$ cat config.mk
export PLATFORM = sky130hd
export DESIGN_NAME = tdsa_top
export DESIGN_NICKNAME = d
export VERILOG_FILES = /design/src/hw/tdsa_pkg.sv /design/src/hw/tdsa_fifo.sv /design/src/hw/tdsa_top.sv
export VERILOG_INCLUDE_DIRS = /design/src /design/src/hw
export SDC_FILE = /design/constraint.sdc
export NUM_CORES = 2
export LEC_CHECK = 0
export BUFFER_PORTS_ARGS = -buffer_cell sky130_fd_sc_hd__buf_2
export CAP_MARGIN = 20
export CORE_ASPECT_RATIO = 0.8
export CORE_MARGIN = 2
export CORE_UTILIZATION = 56
export DETAILED_ROUTE_END_ITERATION = 6
export PLACE_DENSITY = 0.83
export SYNTH_ARGS = -nofsm -noshare
export SYNTH_HDL_FRONTEND = slang
export SYNTH_SLANG_ARGS = --single-unit
$ cat constraint.sdc
create_clock -name pclk -period 6 [get_ports pclk]
set_input_delay 0.9 -clock pclk [delete_from_list [all_inputs] [get_ports pclk]]
set_output_delay 0.9 -clock pclk [all_outputs]
set_load 0.005 [all_outputs]
$ cat src/hw/tdsa_map.svh
// Register map, field positions, reset values and timing counts
//
// Functional notes
// - A scan direction switch completes in under one millisecond.
// - Multi-array rows are delayed by a direction-dependent fixed row amount.
// - Correction offsets follow the scan direction automatically, no host action.
// - Dual-array main-to-secondary offset takes one of two direction-selected values.
// - Main line one plus spacing offset matches secondary line one in HDR/high-well.
// - Spatial correction delay is disabled in single-array integration mode.
// - Super-resolution mode supplies row spacing so arrays align into one image.
// - Up to the full stage count of rows accumulate per column.
// - With the marker setting on, alignment markers overlay the output image.
// - Lower-magnification array pixels are stretched to the full sensor width.
// - Parallax-stretched arrays depend on viewing angle sign, not scan direction.
// - Scan direction comes from internal setting, input line or encoder motion.
`ifndef TDSA_MAP_SVH
`define TDSA_MAP_SVH

`define TDSA_A_CTRL 8'h00
`define TDSA_A_STAT 8'h04
`define TDSA_A_OVL_ROW 8'h08
`define TDSA_A_OVL_COL 8'h0c
`define TDSA_A_DLY_FWD 8'h10
`define TDSA_A_DLY_REV 8'h14
`define TDSA_A_STAGES 8'h18
`define TDSA_A_PLX 8'h1c
`define TDSA_A_LINE 8'h20

`define TDSA_CTRL_SRC 1:0
`define TDSA_CTRL_DIR 2
`define TDSA_CTRL_MODE 6:4
`define TDSA_CTRL_MARK 8
`define TDSA_CTRL_DARK 9
`define TDSA_CTRL_ANGNEG 10
`define TDSA_CTRL_PLXON 11

`define TDSA_RST_CTRL 12'h000
`define TDSA_RST_DLY_FWD 32'h0146_00a3
`define TDSA_RST_DLY_REV 32'h00c6_0063
`define TDSA_RST_OVL 32'h0000_0040
`define TDSA_STAGES_MAX 8'h80
`define TDSA_FULL_W 15'h2000
`define TDSA_PIX_MAX 12'hfff

`define TDSA_CLK_NS 8
`define TDSA_SWITCH_NS 1000000
`define TDSA_SWITCH_CYC ((`TDSA_SWITCH_NS - 1) / `TDSA_CLK_NS)

`endif

$ cat src/hw/tdsa_pkg.sv
// Types shared by the scan direction and line alignment block
package tdsa_pkg;
    typedef enum logic [2:0] {
        MODE_SINGLE = 3'b000,
        MODE_HDR = 3'b001,
        MODE_HIGH_WELL = 3'b010,
        MODE_TRIPLE = 3'b011,
        MODE_SR = 3'b100
    } tdsa_mode_e;
    typedef enum logic [1:0] {
        SRC_INT = 2'b00,
        SRC_LINE = 2'b01,
        SRC_ENC = 2'b10
    } tdsa_src_e;
    typedef enum logic [1:0] {
        ST_RUN = 2'b00,
        ST_SWITCH = 2'b01,
        ST_ARM = 2'b10
    } tdsa_state_e;
    typedef logic [15:0] tdsa_row_t;
endpackage

$ cat src/hw/tdsa_fifo.sv
// Output FIFO with registered read stage
`timescale 1ns/100ps
`default_nettype none
module tdsa_fifo #(
    parameter int W = 32,
    parameter int D = 32
) (
    input wire logic clk,
    input wire logic rst_n,
    input wire logic in_valid,
    output logic in_ready,
    input wire logic [W-1:0] in_data,
    output logic out_valid,
    input wire logic out_ready,
    output logic [W-1:0] out_data,
    output logic [$clog2(D):0] level
);
    localparam int AW = $clog2(D);
    logic [W-1:0] mem [D];
    logic [AW-1:0] wp_q, rp_q;
    logic [AW:0] cnt_q;
    logic push, load;

    // Space and transfer strobes
    assign in_ready = (cnt_q < (AW+1)'(D));
    assign push = in_valid & in_ready;
    assign load = (cnt_q != '0) & (~out_valid | out_ready);
    assign level = cnt_q;

    // Storage write
    always_ff @(posedge clk) begin
        if (push) begin
            mem[wp_q] <= in_data;
        end
    end

    // Pointers and fill count
    always_ff @(posedge clk or negedge rst_n) begin
        if (!rst_n) begin
            wp_q <= '0;
            rp_q <= '0;
            cnt_q <= '0;
        end else begin
            if (push) begin
                wp_q <= wp_q + 1'b1;
            end
            if (load) begin
                rp_q <= rp_q + 1'b1;
            end
            if (push && !load) begin
                cnt_q <= cnt_q + 1'b1;
            end else if (load && !push) begin
                cnt_q <= cnt_q - 1'b1;
            end
        end
    end

    // Registered read stage
    always_ff @(posedge clk or negedge rst_n) begin
        if (!rst_n) begin
            out_valid <= 1'b0;
            out_data <= '0;
        end else if (load) begin
            out_valid <= 1'b1;
            out_data <= mem[rp_q];
        end else if (out_ready) begin
            out_valid <= 1'b0;
        end
    end
endmodule
`default_nettype wire

$ cat src/hw/tdsa_top.sv
// Scan direction control, line alignment stamps, markers and parallax stretch
//
// The address map and the APB interface to the registers are this design's own decisions.
`timescale 1ns/100ps
`default_nettype none
`include "tdsa_map.svh"
module tdsa_top #(
    parameter int SWITCH_CYC = `TDSA_SWITCH_CYC
) (
    input wire logic pclk,
    input wire logic presetn,
    input wire logic psel,
    input wire logic penable,
    input wire logic pwrite,
    input wire logic [7:0] paddr,
    input wire logic [31:0] pwdata,
    output logic [31:0] prdata,
    output logic pready,
    output logic pslverr,
    input wire logic gpio_dir_line,
    input wire logic enc_dir_motion,
    input wire logic pix_valid,
    output logic pix_ready,
    input wire logic pix_sol,
    input wire logic [1:0] pix_plane,
    input wire logic [11:0] pix_data,
    output logic out_valid,
    input wire logic out_ready,
    output logic [31:0] out_data,
    output logic scan_dir,
    output logic switch_busy
);
    import tdsa_pkg::*;

    // Software settings
    logic [11:0] ctrl_q;
    logic [31:0] ovl_row_q, ovl_col_q, dly_fwd_q, dly_rev_q;
    logic [7:0] stages_q;
    logic [14:0] plx_w_q;
    logic [31:0] prdata_q;
    logic pready_q, pslverr_q;
    logic wr_en;

    // Direction control
    logic [1:0] sync1_q, sync2_q;
    tdsa_state_e st_q;
    logic [16:0] sw_cnt_q;
    logic dir_q, applied_q, want_dir, busy_q;

    // Data path
    tdsa_row_t line_q [3];
    tdsa_row_t off [3];
    logic [7:0] warm_q, warm_d;
    tdsa_row_t row_ph_q, col_ph_q, col_ph_cur;
    logic row_hit_q, row_hit, col_hit, mark;
    logic [14:0] acc_q, acc_cur, acc_sum, acc_d;
    logic [1:0] tgt;
    logic take, sol0, apply, sel, need_dup;
    logic push_v_q, dup_q, dup_d, pix_ready_q;
    logic [31:0] push_w_q, word;
    logic [11:0] val;
    tdsa_row_t stamp;
    logic fifo_in_ready;
    logic [5:0] level;
    tdsa_mode_e mode;

    // Advance a marker phase, reloading at zero
    function automatic tdsa_row_t ph_next(input tdsa_row_t ph, input tdsa_row_t pitch);
        ph_next = (ph == 16'h0000) ? pitch - 16'h0001 : ph - 16'h0001;
    endfunction

    assign mode = tdsa_mode_e'(ctrl_q[`TDSA_CTRL_MODE]);
    assign take = pix_valid & pix_ready_q;
    assign sol0 = take & pix_sol & (pix_plane == 2'b00);
    assign apply = (st_q == ST_ARM) & sol0;
    assign wr_en = psel & penable & pwrite & pready_q;

    // APB answer one cycle into the access phase
    always_ff @(posedge pclk or negedge presetn) begin
        if (!presetn) begin
            pready_q <= 1'b0;
            pslverr_q <= 1'b0;
            prdata_q <= 32'h0000_0000;
        end else if (psel && penable && !pready_q) begin
            pready_q <= 1'b1;
            pslverr_q <= 1'b0;
            case (paddr)
                `TDSA_A_CTRL: prdata_q <= {20'h00000, ctrl_q};
                `TDSA_A_STAT: prdata_q <= {22'h000000, level, st_q, applied_q, dir_q};
                `TDSA_A_OVL_ROW: prdata_q <= ovl_row_q;
                `TDSA_A_OVL_COL: prdata_q <= ovl_col_q;
                `TDSA_A_DLY_FWD: prdata_q <= dly_fwd_q;
                `TDSA_A_DLY_REV: prdata_q <= dly_rev_q;
                `TDSA_A_STAGES: prdata_q <= {24'h000000, stages_q};
                `TDSA_A_PLX: prdata_q <= {17'h00000, plx_w_q};
                `TDSA_A_LINE: prdata_q <= {8'h00, warm_q, line_q[0]};
                default: begin
                    prdata_q <= 32'h0000_0000;
                    pslverr_q <= 1'b1;
                end
            endcase
        end else begin
            pready_q <= 1'b0;
            pslverr_q <= 1'b0;
        end
    end

    // Register writes take effect at the completing edge
    always_ff @(posedge pclk or negedge presetn) begin
        if (!presetn) begin
            ctrl_q <= `TDSA_RST_CTRL;
            ovl_row_q <= `TDSA_RST_OVL;
            ovl_col_q <= `TDSA_RST_OVL;
            dly_fwd_q <= `TDSA_RST_DLY_FWD;
            dly_rev_q <= `TDSA_RST_DLY_REV;
            stages_q <= `TDSA_STAGES_MAX;
            plx_w_q <= `TDSA_FULL_W;
        end else if (wr_en) begin
            case (paddr)
                `TDSA_A_CTRL: ctrl_q <= pwdata[11:0];
                `TDSA_A_OVL_ROW: ovl_row_q <= pwdata;
                `TDSA_A_OVL_COL: ovl_col_q <= pwdata;
                `TDSA_A_DLY_FWD: dly_fwd_q <= pwdata;
                `TDSA_A_DLY_REV: dly_rev_q <= pwdata;
                `TDSA_A_STAGES: begin
                    if (pwdata[7:0] == 8'h00 || pwdata[7:0] > `TDSA_STAGES_MAX) begin
                        stages_q <= `TDSA_STAGES_MAX;
                    end else begin
                        stages_q <= pwdata[7:0];
                    end
                end
                `TDSA_A_PLX: begin
                    if (pwdata[14:0] == 15'h0000 || pwdata[14:0] > `TDSA_FULL_W) begin
                        plx_w_q <= `TDSA_FULL_W;
                    end else begin
                        plx_w_q <= pwdata[14:0];
                    end
                end
                default: ;
            endcase
        end
    end

    // Two-stage synchronisers for the direction pins
    always_ff @(posedge pclk or negedge presetn) begin
        if (!presetn) begin
            sync1_q <= 2'b00;
            sync2_q <= 2'b00;
        end else begin
            sync1_q <= {enc_dir_motion, gpio_dir_line};
            sync2_q <= sync1_q;
        end
    end

    // Direction source select
    always_comb begin
        case (tdsa_src_e'(ctrl_q[`TDSA_CTRL_SRC]))
            SRC_INT: want_dir = ctrl_q[`TDSA_CTRL_DIR];
            SRC_LINE: want_dir = sync2_q[0];
            SRC_ENC: want_dir = sync2_q[1];
            default: want_dir = ctrl_q[`TDSA_CTRL_DIR];
        endcase
    end

    // Direction switch sequencer
    always_ff @(posedge pclk or negedge presetn) begin
        if (!presetn) begin
            st_q <= ST_RUN;
            sw_cnt_q <= 17'h00000;
            dir_q <= 1'b0;
            applied_q <= 1'b0;
            busy_q <= 1'b0;
        end else begin
            case (st_q)
                ST_RUN: begin
                    if (want_dir != dir_q) begin
                        st_q <= ST_SWITCH;
                        busy_q <= 1'b1;
                        sw_cnt_q <= 17'(SWITCH_CYC - 1);
                    end
                end
                ST_SWITCH: begin
                    if (sw_cnt_q == 17'h00000) begin
                        st_q <= ST_ARM;
                        dir_q <= ~dir_q;
                    end else begin
                        sw_cnt_q <= sw_cnt_q - 17'h00001;
                    end
                end
                ST_ARM: begin
                    if (sol0) begin
                        st_q <= ST_RUN;
                        applied_q <= dir_q;
                        busy_q <= 1'b0;
                    end
                end
                default: begin
                    st_q <= ST_RUN;
                    busy_q <= 1'b0;
                end
            endcase
        end
    end

    // Per-plane row offsets from the applied direction
    always_comb begin
        off[0] = 16'h0000;
        off[1] = applied_q ? dly_rev_q[15:0] : dly_fwd_q[15:0];
        off[2] = applied_q ? dly_rev_q[31:16] : dly_fwd_q[31:16];
        if (mode == MODE_SINGLE) begin
            off[1] = 16'h0000;
            off[2] = 16'h0000;
        end else if (mode == MODE_HDR || mode == MODE_HIGH_WELL) begin
            off[2] = 16'h0000;
        end
    end

    // Per-plane line counters restart when a new direction applies
    for (genvar p = 0; p < 3; p++) begin : g_line
        always_ff @(posedge pclk or negedge presetn) begin
            if (!presetn) begin
                line_q[p] <= 16'h0000;
            end else if (apply) begin
                line_q[p] <= (p == 0) ? 16'h0001 : 16'h0000;
            end else if (take && pix_sol && pix_plane == 2'(p)) begin
                line_q[p] <= line_q[p] + 16'h0001;
            end
        end
    end

    // Lines since the last reversal, counting the line now taken
    always_comb begin
        if (apply) begin
            warm_d = 8'h01;
        end else if (sol0 && warm_q < stages_q) begin
            warm_d = warm_q + 8'h01;
        end else begin
            warm_d = warm_q;
        end
    end

    // Line count register, saturating at the stage count
    always_ff @(posedge pclk or negedge presetn) begin
        if (!presetn) begin
            warm_q <= 8'h00;
        end else begin
            warm_q <= warm_d;
        end
    end

    // Stamp: matching lines of every plane carry one value; applying line is line one
    assign stamp = apply ? 16'h0001
        : (pix_sol ? line_q[pix_plane] + 16'h0001 : line_q[pix_plane])
        + off[pix_plane];

    // Marker phases
    assign row_hit = (pix_sol && pix_plane == 2'b00) ? (row_ph_q == 16'h0000) : row_hit_q;
    assign col_ph_cur = pix_sol ? ovl_col_q[31:16] : col_ph_q;
    assign col_hit = (col_ph_cur == 16'h0000);
    assign mark = ctrl_q[`TDSA_CTRL_MARK] & (row_hit | col_hit);

    // Row and column marker counters
    always_ff @(posedge pclk or negedge presetn) begin
        if (!presetn) begin
            row_ph_q <= 16'h0000;
            row_hit_q <= 1'b0;
            col_ph_q <= 16'h0000;
        end else begin
            if (!ctrl_q[`TDSA_CTRL_MARK] || apply) begin
                row_ph_q <= ovl_row_q[31:16];
                row_hit_q <= 1'b0;
            end else if (sol0) begin
                row_ph_q <= ph_next(row_ph_q, ovl_row_q[15:0]);
                row_hit_q <= (row_ph_q == 16'h0000);
            end
            if (take) begin
                col_ph_q <= ph_next(col_ph_cur, ovl_col_q[15:0]);
            end
        end
    end

    // Overlay value, dark or full scale
    assign val = mark ? (ctrl_q[`TDSA_CTRL_DARK] ? 12'h000 : `TDSA_PIX_MAX) : pix_data;

    // Parallax target from angle sign and mode
    always_comb begin
        if (ctrl_q[`TDSA_CTRL_ANGNEG]) begin
            tgt = 2'b00;
        end else if (mode == MODE_TRIPLE || mode == MODE_SR) begin
            tgt = 2'b10;
        end else begin
            tgt = 2'b01;
        end
    end

    // Stretch: spread full-minus-source duplicates over the source width
    assign sel = ctrl_q[`TDSA_CTRL_PLXON] & (pix_plane == tgt);
    assign acc_cur = pix_sol ? 15'h0000 : acc_q;
    assign acc_sum = acc_cur + (`TDSA_FULL_W - plx_w_q);
    assign need_dup = sel & (acc_sum >= plx_w_q);
    assign acc_d = need_dup ? acc_sum - plx_w_q : acc_sum;

    always_ff @(posedge pclk or negedge presetn) begin
        if (!presetn) begin
            acc_q <= 15'h0000;
        end else if (take && sel) begin
            acc_q <= acc_d;
        end
    end

    // Output word: sol, settled, plane, stamp, pixel
    assign word = {pix_sol, (warm_d >= stages_q), pix_plane, stamp, val};

    // Push stage, repeating a stretched pixel once
    assign dup_d = take ? need_dup : 1'b0;
    always_ff @(posedge pclk or negedge presetn) begin
        if (!presetn) begin
            push_v_q <= 1'b0;
            push_w_q <= 32'h0000_0000;
            dup_q <= 1'b0;
            pix_ready_q <= 1'b0;
        end else begin
            dup_q <= dup_d;
            if (take) begin
                push_v_q <= 1'b1;
                push_w_q <= word;
            end else if (dup_q) begin
                push_v_q <= 1'b1;
                push_w_q[31] <= 1'b0;
            end else begin
                push_v_q <= 1'b0;
            end
            pix_ready_q <= ~dup_d & fifo_in_ready & (level <= 6'd28);
        end
    end

    tdsa_fifo #(
        .W(32),
        .D(32)
    ) u_fifo (
        .clk(pclk),
        .rst_n(presetn),
        .in_valid(push_v_q),
        .in_ready(fifo_in_ready),
        .in_data(push_w_q),
        .out_valid(out_valid),
        .out_ready(out_ready),
        .out_data(out_data),
        .level(level)
    );

    assign prdata = prdata_q;
    assign pready = pready_q;
    assign pslverr = pslverr_q;
    assign pix_ready = pix_ready_q;
    assign scan_dir = dir_q;
    assign switch_busy = busy_q;
endmodule
`default_nettype wire

After elaboration in Yosys (flattened, before gate mapping)
Memory sizes are Yosys's and may differ from the RTL's. A register that Yosys moved wholly into a read port is not among the register bits.
Index checks and enable logic that the tools add are counted.
{ "op_classes": {"add_sub_neg": 18, "multipliers": 0, "div_mod_pow": 0, "order_cmp": 8, "eq_ne": 24, "n_shift": 0, "n_mux": 63, "n_bitwise": 21, "reduce_logical": 52} }
{ "op_table": {"columns": ["cell", "n"], "rows": [
  ["$mux 16", 22],
  ["$pmux 32 s9", 1],
  ["$add 16x1->16 const B", 4],
  ["$bmux 16 s2", 2],
  ["$sub 16x1->16 const B", 4],
  ["$mux 15", 3],
  ["$mux 17", 2],
  ["$pmux 17 s2", 1],
  ["$eq 8x5->1 const B", 4],
  ["$logic_not 16->1", 2],
  ["$mux 12", 2],
  ["$mux 8", 3],
  ["$reduce_and 2->1", 9],
  ["$logic_not 17->1", 1],
  ["$mux 1", 17],
  ["$sub 17x1->17 const B", 1],
  ["$add 16x16->16", 1],
  ["$eq 8x4->1 const B", 2],
  ["$logic_not 8->1", 2],
  ["$reduce_bool 2->1", 8],
  ["$add 15x15->15", 1],
  ["$ge 15x15->1", 1],
  ["$gt 15x14->1 const B", 1],
  ["$logic_not 15->1", 1],
  ["39 further kinds", 91]
]} }
{ "word_totals": {"ff_bits": 379, "latch_bits": 0, "mem_bits_rw": 1024, "mem_bits_ro": 0, "inputBits": 64, "output_inout_bits": 70, "elab_cells": 221, "n_memories": 1} }
{ "memory_table": {"columns": ["name", "depth", "width", "read_ports", "rd_ports_with_merged_regs", "write_ports", "line_no", "source"], "rows": [
  ["u_fifo.mem", 32, 32, 1, 1, 1, "tdsa_fifo.sv:19", "logic [W-1:0] mem [D];"]
]} }

Logic depth before layout (Yosys ltp)
{ "logic_depth": {"ltp_word": 11, "ltp_mapped": 28} }

Hierarchy
Synthesis repeated with hierarchy kept, for this count alone.
{ "unflattened": {"hier_cells": 4199, "hier_area_um2": 62713.9} }
{ "modules_own_cells": {"columns": ["module", "instances", "cells_per_inst", "area_per_inst_um2"], "rows": [
  ["tdsa_fifo", 1, 2077, 41880.2],
  ["tdsa_top", 1, 2122, 20833.7]
]} }

Worst setup path before layout
OpenSTA, ideal clock, no wires.
{ "synth_path": {"path_type": "input to register", "start": "in pix_sol", "end": "reg acc_q[4]", "arrival_time_ps": 6099, "t_required_ps": 5866, "setup_slack_ps": -234, "cell_stages": 27, "n_path_buf": 6, "path_cell_list": "buf_2 > clkbuf_1 > clkbuf_1 > buf_1 > clkbuf_1 > nor2b_1 > ha_1 > ha_1 > inv_1 > fa_1 > nor2b_1 > o2111ai_1 > nand4b_1 > a21oi_1 > o21ai_0 > mux2i_1 > nand2_1 > ha_1 > nand2_1 > nor4_1 > a21oi_1 > nor2b_1 > o21ai_0 > o21ai_2 > buf_2 > mux2i_1 > o21ai_0"} }
{ "synth_via": {"elab_chain_len": 5, "word_cells_on_any_way": 6, "classes_between": "add/sub (2); order compare (1); mux (2); bitwise (1)"} }
{ "synth_lines": {"columns": ["element", "line_no", "source"], "rows": [
  ["from (decl)", "tdsa_top.sv:24", "input wire logic pix_sol,"],
  ["$mux 15 *", "tdsa_top.sv:298", "assign acc_cur = pix_sol ? 15'h0000 : acc_q;"],
  ["$add 15x15->15 *", "tdsa_top.sv:299", "assign acc_sum = acc_cur + (`TDSA_FULL_W - plx_w_q);"],
  ["$ge 15x15->1", "tdsa_top.sv:300", "assign need_dup = sel & (acc_sum >= plx_w_q);"],
  ["$and 1x1->1", "tdsa_top.sv:300", null],
  ["$mux 15 *", "tdsa_top.sv:301", "assign acc_d = need_dup ? acc_sum - plx_w_q : acc_sum;"],
  ["to (signal assigned)", "tdsa_top.sv:305", "acc_q <= 15'h0000;"],
  ["to (signal assigned)", "tdsa_top.sv:307", "acc_q <= acc_d;"],
  ["to (decl)", "tdsa_top.sv:56", "logic [14:0] acc_q, acc_cur, acc_sum, acc_d;"]
]} }
Every way passes the cells marked *; elsewhere a longest branch is shown, timed or not.
A chain may end at the register's enable or synchronous reset.

Final worst setup path
{ "layout_path": {"start": "reg plx_w_q[0]", "end": "reg acc_q[3]"} }
{ "layout_via": {"elab_chain_len": 5, "word_cells_on_any_way": 6, "classes_between": "add/sub (3); order compare (1); mux (1); bitwise (1)"} }
{ "layout_lines": {"columns": ["element", "line_no", "source"], "rows": [
  ["from (decl)", "tdsa_top.sv:39", "logic [14:0] plx_w_q;"],
  ["from (signal assigned)", "tdsa_top.sv:117", "plx_w_q <= `TDSA_FULL_W;"],
  ["from (signal assigned)", "tdsa_top.sv:134", "plx_w_q <= `TDSA_FULL_W;"],
  ["from (signal assigned)", "tdsa_top.sv:136", "plx_w_q <= pwdata[14:0];"],
  ["$sub 14x15->15 (no source line)", null, null],
  ["$add 15x15->15", "tdsa_top.sv:299", null],
  ["$ge 15x15->1", "tdsa_top.sv:300", null],
  ["$and 1x1->1", "tdsa_top.sv:300", null],
  ["$mux 15 *", "tdsa_top.sv:301", null]
]} }
Marks and branches as above.

==> key figures <==
Run status
  – Status: finished clean

Synth
  – Post-synth top area cell: edfxtp_1
  – Register bit total from synthesis: 1435
  – Adder-cell share of the synthesized area: 0.0200
  – Yosys top cell area share: 0.500
  – Compound-Gate Fraction of Synth Area: 0.0583
  – Ys async rst share: 0.286
  – Sequential fraction of the synthesis area: 0.668
  – Synth Cell Area: 61500 um2
  – XOR/XNOR share of the synthesized area: 0.0197
  – Simple-Gate Fraction of Synth Area: 0.0558
  – Main flop type after synthesis: edfxtp_1
  – Largest family of logic cells by synthesized area: multiplexers
  – Gate Count Post-Synth: 3762
  – Top post-synthesis cells by area: edfxtp_1, dfrtp_1, mux4_2, mux2_2, ha_1
  – Syn Area/Cell: 16.3 um2
  – Distinct cells, synth: 86
  – Syn nets: 3922
  – Synth warn: 0
  – Multiplexer share of the synthesized area: 0.162
  – Post-synth EDFFs: 1024

STA
  – F_max: 205 MHz
  – RSZ-0062 raised after global routing: false
  – Worst slew margin: 0.182
  – # setup viols final: 0
  – Worst slew pin tran: 1220 ps
  – Final WS setup: 1130 ps
  – Worst clock skew: 47.9 ps
  – Final hold viol count: 0
  – Setup TNS: 0 ps
  – Tmin final: 4870 ps
  – Period utilization: 0.812
  – Max Slew Vio Count: 0

Power
  – Pwr Density: 396 nW/um2
  – Seq pwr share: 0.473
  – Internal power: 19.3 mW
  – Comb pwr share: 0.198
  – Sw frac: 0.295
  – Clock share of power: 0.329
  – Max IR drop VDD: 0.440 mV
  – Pwr Total: 27.4 mW
  – Pleak: 26.0 nW
  – Switch Pwr: 8.08 mW

Route
  – First-pass DRT Iterations: 6
  – Initial DRC Count: 6111
  – Drt drc: 0
  – Mean routed wirelength per cell: 32.1 um
  – Via count: 37.7k
  – Routed wire length: 176 mm
  – Avg Vias per Cell: 6.87
  – Routed Antenna Nets: 0

Worst setup path
  – R2R setup slack: 1130 ps
  – Endpoint class of the critical path: flip-flop
  – Worst R2R Start: plx_w_q[0]
  – CP Max Fanout: 13
  – RR Endpoint: acc_q[3]
  – R2R cell count: 22
  – Worst Path Class, Setup: flip-flop to flip-flop
  – Crit path launch: plx_w_q[0]
  – CP Launch Type: flip-flop
  – Crit path to: acc_q[3]
  – Critical path required time: 6600 ps
  – Crit path DAT: 5470 ps

Die
  – Io pins: 134
  – Initial core utilization: 0.566
  – Die Wd: 374 um
  – DIE HEIGHT: 300 um
  – Die area: 112000 um2
  – Rows: 108
  – Core region area: 109000 um2

Global route
  – Vias in the first global route: 37.3k
  – Tot GR Track Use: 0.311
  – GRT Residual Overflow: 0
  – Largest net degree at the start of global routing: 137
  – Initial antenna violation count: 5
  – First-pass GRT wire length: 254 mm

Clocking
  – Post-CTS sizing: 0
  – Clock Tree Buf Depth: 3
  – Worst skew pair latency: 790 ps
  – CTS Hold Bufs: 0
  – Clk sinks: 1435
  – Post-CTS setup buffers: 0
  – CTS H-tree depth: 4
  – CTS tree: built
  – Reg clk slew, reported paths: 60 ps
  – Cts bufs inserted: 139
  – CTS root buffer: clkbuf_16

Worst hold path
  – Hold/Removal Path Class: primary input to async pin

Place
  – DP Wirelength: 101 mm
  – Port Buffers: 133
  – Placer Congestion: 0.946
  – Pre-CTS setup slack: 390 ps

Final layout
  – Commonest non-fill, non-tap cell in the layout: edfxtp_1
  – Area grow syn2layout: 12.4%
  – Layout cells sized above 1: 0.243
  – Fillers: 7203
  – Sequential Area: 41100 um2
  – Layout net count: 4099
  – Area of the multi-input gates: 19700 um2
  – Most frequent cells in the layout: edfxtp_1, dfrtp_1, mux4_2

Flow run
  – Maxcap violations: 0
-- worst min-delay path by stage --
stage,slack [ps],startpoint,depth (start not counted),end
2_1_floorplan,330,sync1_q[0],0,sync2_q[0]
3_3_place_gp,330,sync1_q[0],0,sync2_q[0]
3_5_place_dp,340,sync1_q[1],0,sync2_q[1]
4_1_cts,190,presetn,1,prdata[29]
5_1_grt,220,presetn,1,dly_fwd_q[26]
6_report,140,presetn,1,ovl_row_q[28]
-- flip-flops by register name, indices dropped and copies added, names as in the netlist, 8 cells and up --
| register | cells |
|---|---|
| ctrl_q | 12 |
| warm_q | 8 |
| dly_rev_q | 32 |
| col_ph_q | 16 |
| push_w_q | 32 |
| u_fifo.out_data | 32 |
| ovl_row_q | 32 |
| ovl_col_q | 32 |
| stages_q | 8 |
| line_q | 48 |
| dly_fwd_q | 32 |
| row_ph_q | 16 |
| plx_w_q | 15 |
| acc_q | 15 |
| prdata | 32 |
| u_fifo.mem | 1024 |
| sw_cnt_q | 17 |
-- power groups by stage --
stage	logic, mW	registers [mW]	clock network [mW]
6_report	5.42	13.0	8.99
5_1_grt	5.73	13.0	9.40
4_1_cts	5.36	12.9	9.02
3_5_place_dp	5.18	13.1	0
3_3_place_gp	5.03	13.0	0
2_1_floorplan	4.00	12.4	0
-- Yosys cell counts, types with 47 or more instances --
library cell / instances
o21ai_0: 129
ha_1: 92
a22oi_1: 50
a21oi_1: 115
mux2_2: 147
mux4_2: 320
xnor2_1: 82
nor2_1: 248
xor2_1: 56
nand2_1: 190
nor3_1: 47
clkbuf_1: 123
inv_1: 69
edfxtp_1: 1024
mux2i_1: 109
dfrtp_1: 391
-- layout make-up --
type                       instances  share of cell area
tap                             1430              0.0259
clock inverter                    69              0.0120
antenna                            2           0.0000724
inverter                          69             0.00375
sequential                      1435               0.594
timing repair buffer             224              0.0235
clock buffer                     186              0.0552
multi-input combinational       2070               0.285
-- layer usage --
metal,share of wire,GRT usage,vias up,routed length (um)
met5,0.00027,0,-,47
met4,0.038,0.111,6,6720
met3,0.12,0.0777,453,21400
met2,0.48,0.490,2901,84100
met1,0.36,0.426,19200,63600
li1,-,-,15100,-
-- cell families after synthesis --
group           count (synthesis)
flops                        1435
simple gates                  723
mux                           576
compound gates                537
buf+inv                       257
xor+xnor                      138
fa+ha+maj                      96
-- stage by stage --
step	instance area, um2	cells	hold slack [ps]	utilization
floorplan	61500	3762	331	-
global placement	64200	5216	334	0.591
detailed placement	64200	5218	337	0.591
CTS	68900	5473	186	0.634
global route	69100	5484	218	0.636
finish	69100	5485	144	0.636
-- critical path, cell delays in order (launching register included) --
cell and delay (ps):
dfrtp_1 490, ha_1 250, inv_1 60, ha_1 190
inv_1 80, fa_1 460, nor2b_1 180, o2111ai_1 130
nand4b_1 150, a21oi_1 100, o21ai_0 370, mux2i_1 270
nand2_1 80, ha_1 420, nand2_1 100, nor4_1 220
a21oi_1 110, nor2b_1 100, o21ai_0 150, o21ai_2 210
buf_8 230, mux2i_1 220, o21ai_0 110
No activity file was read; power rests on OpenSTA's default activity.
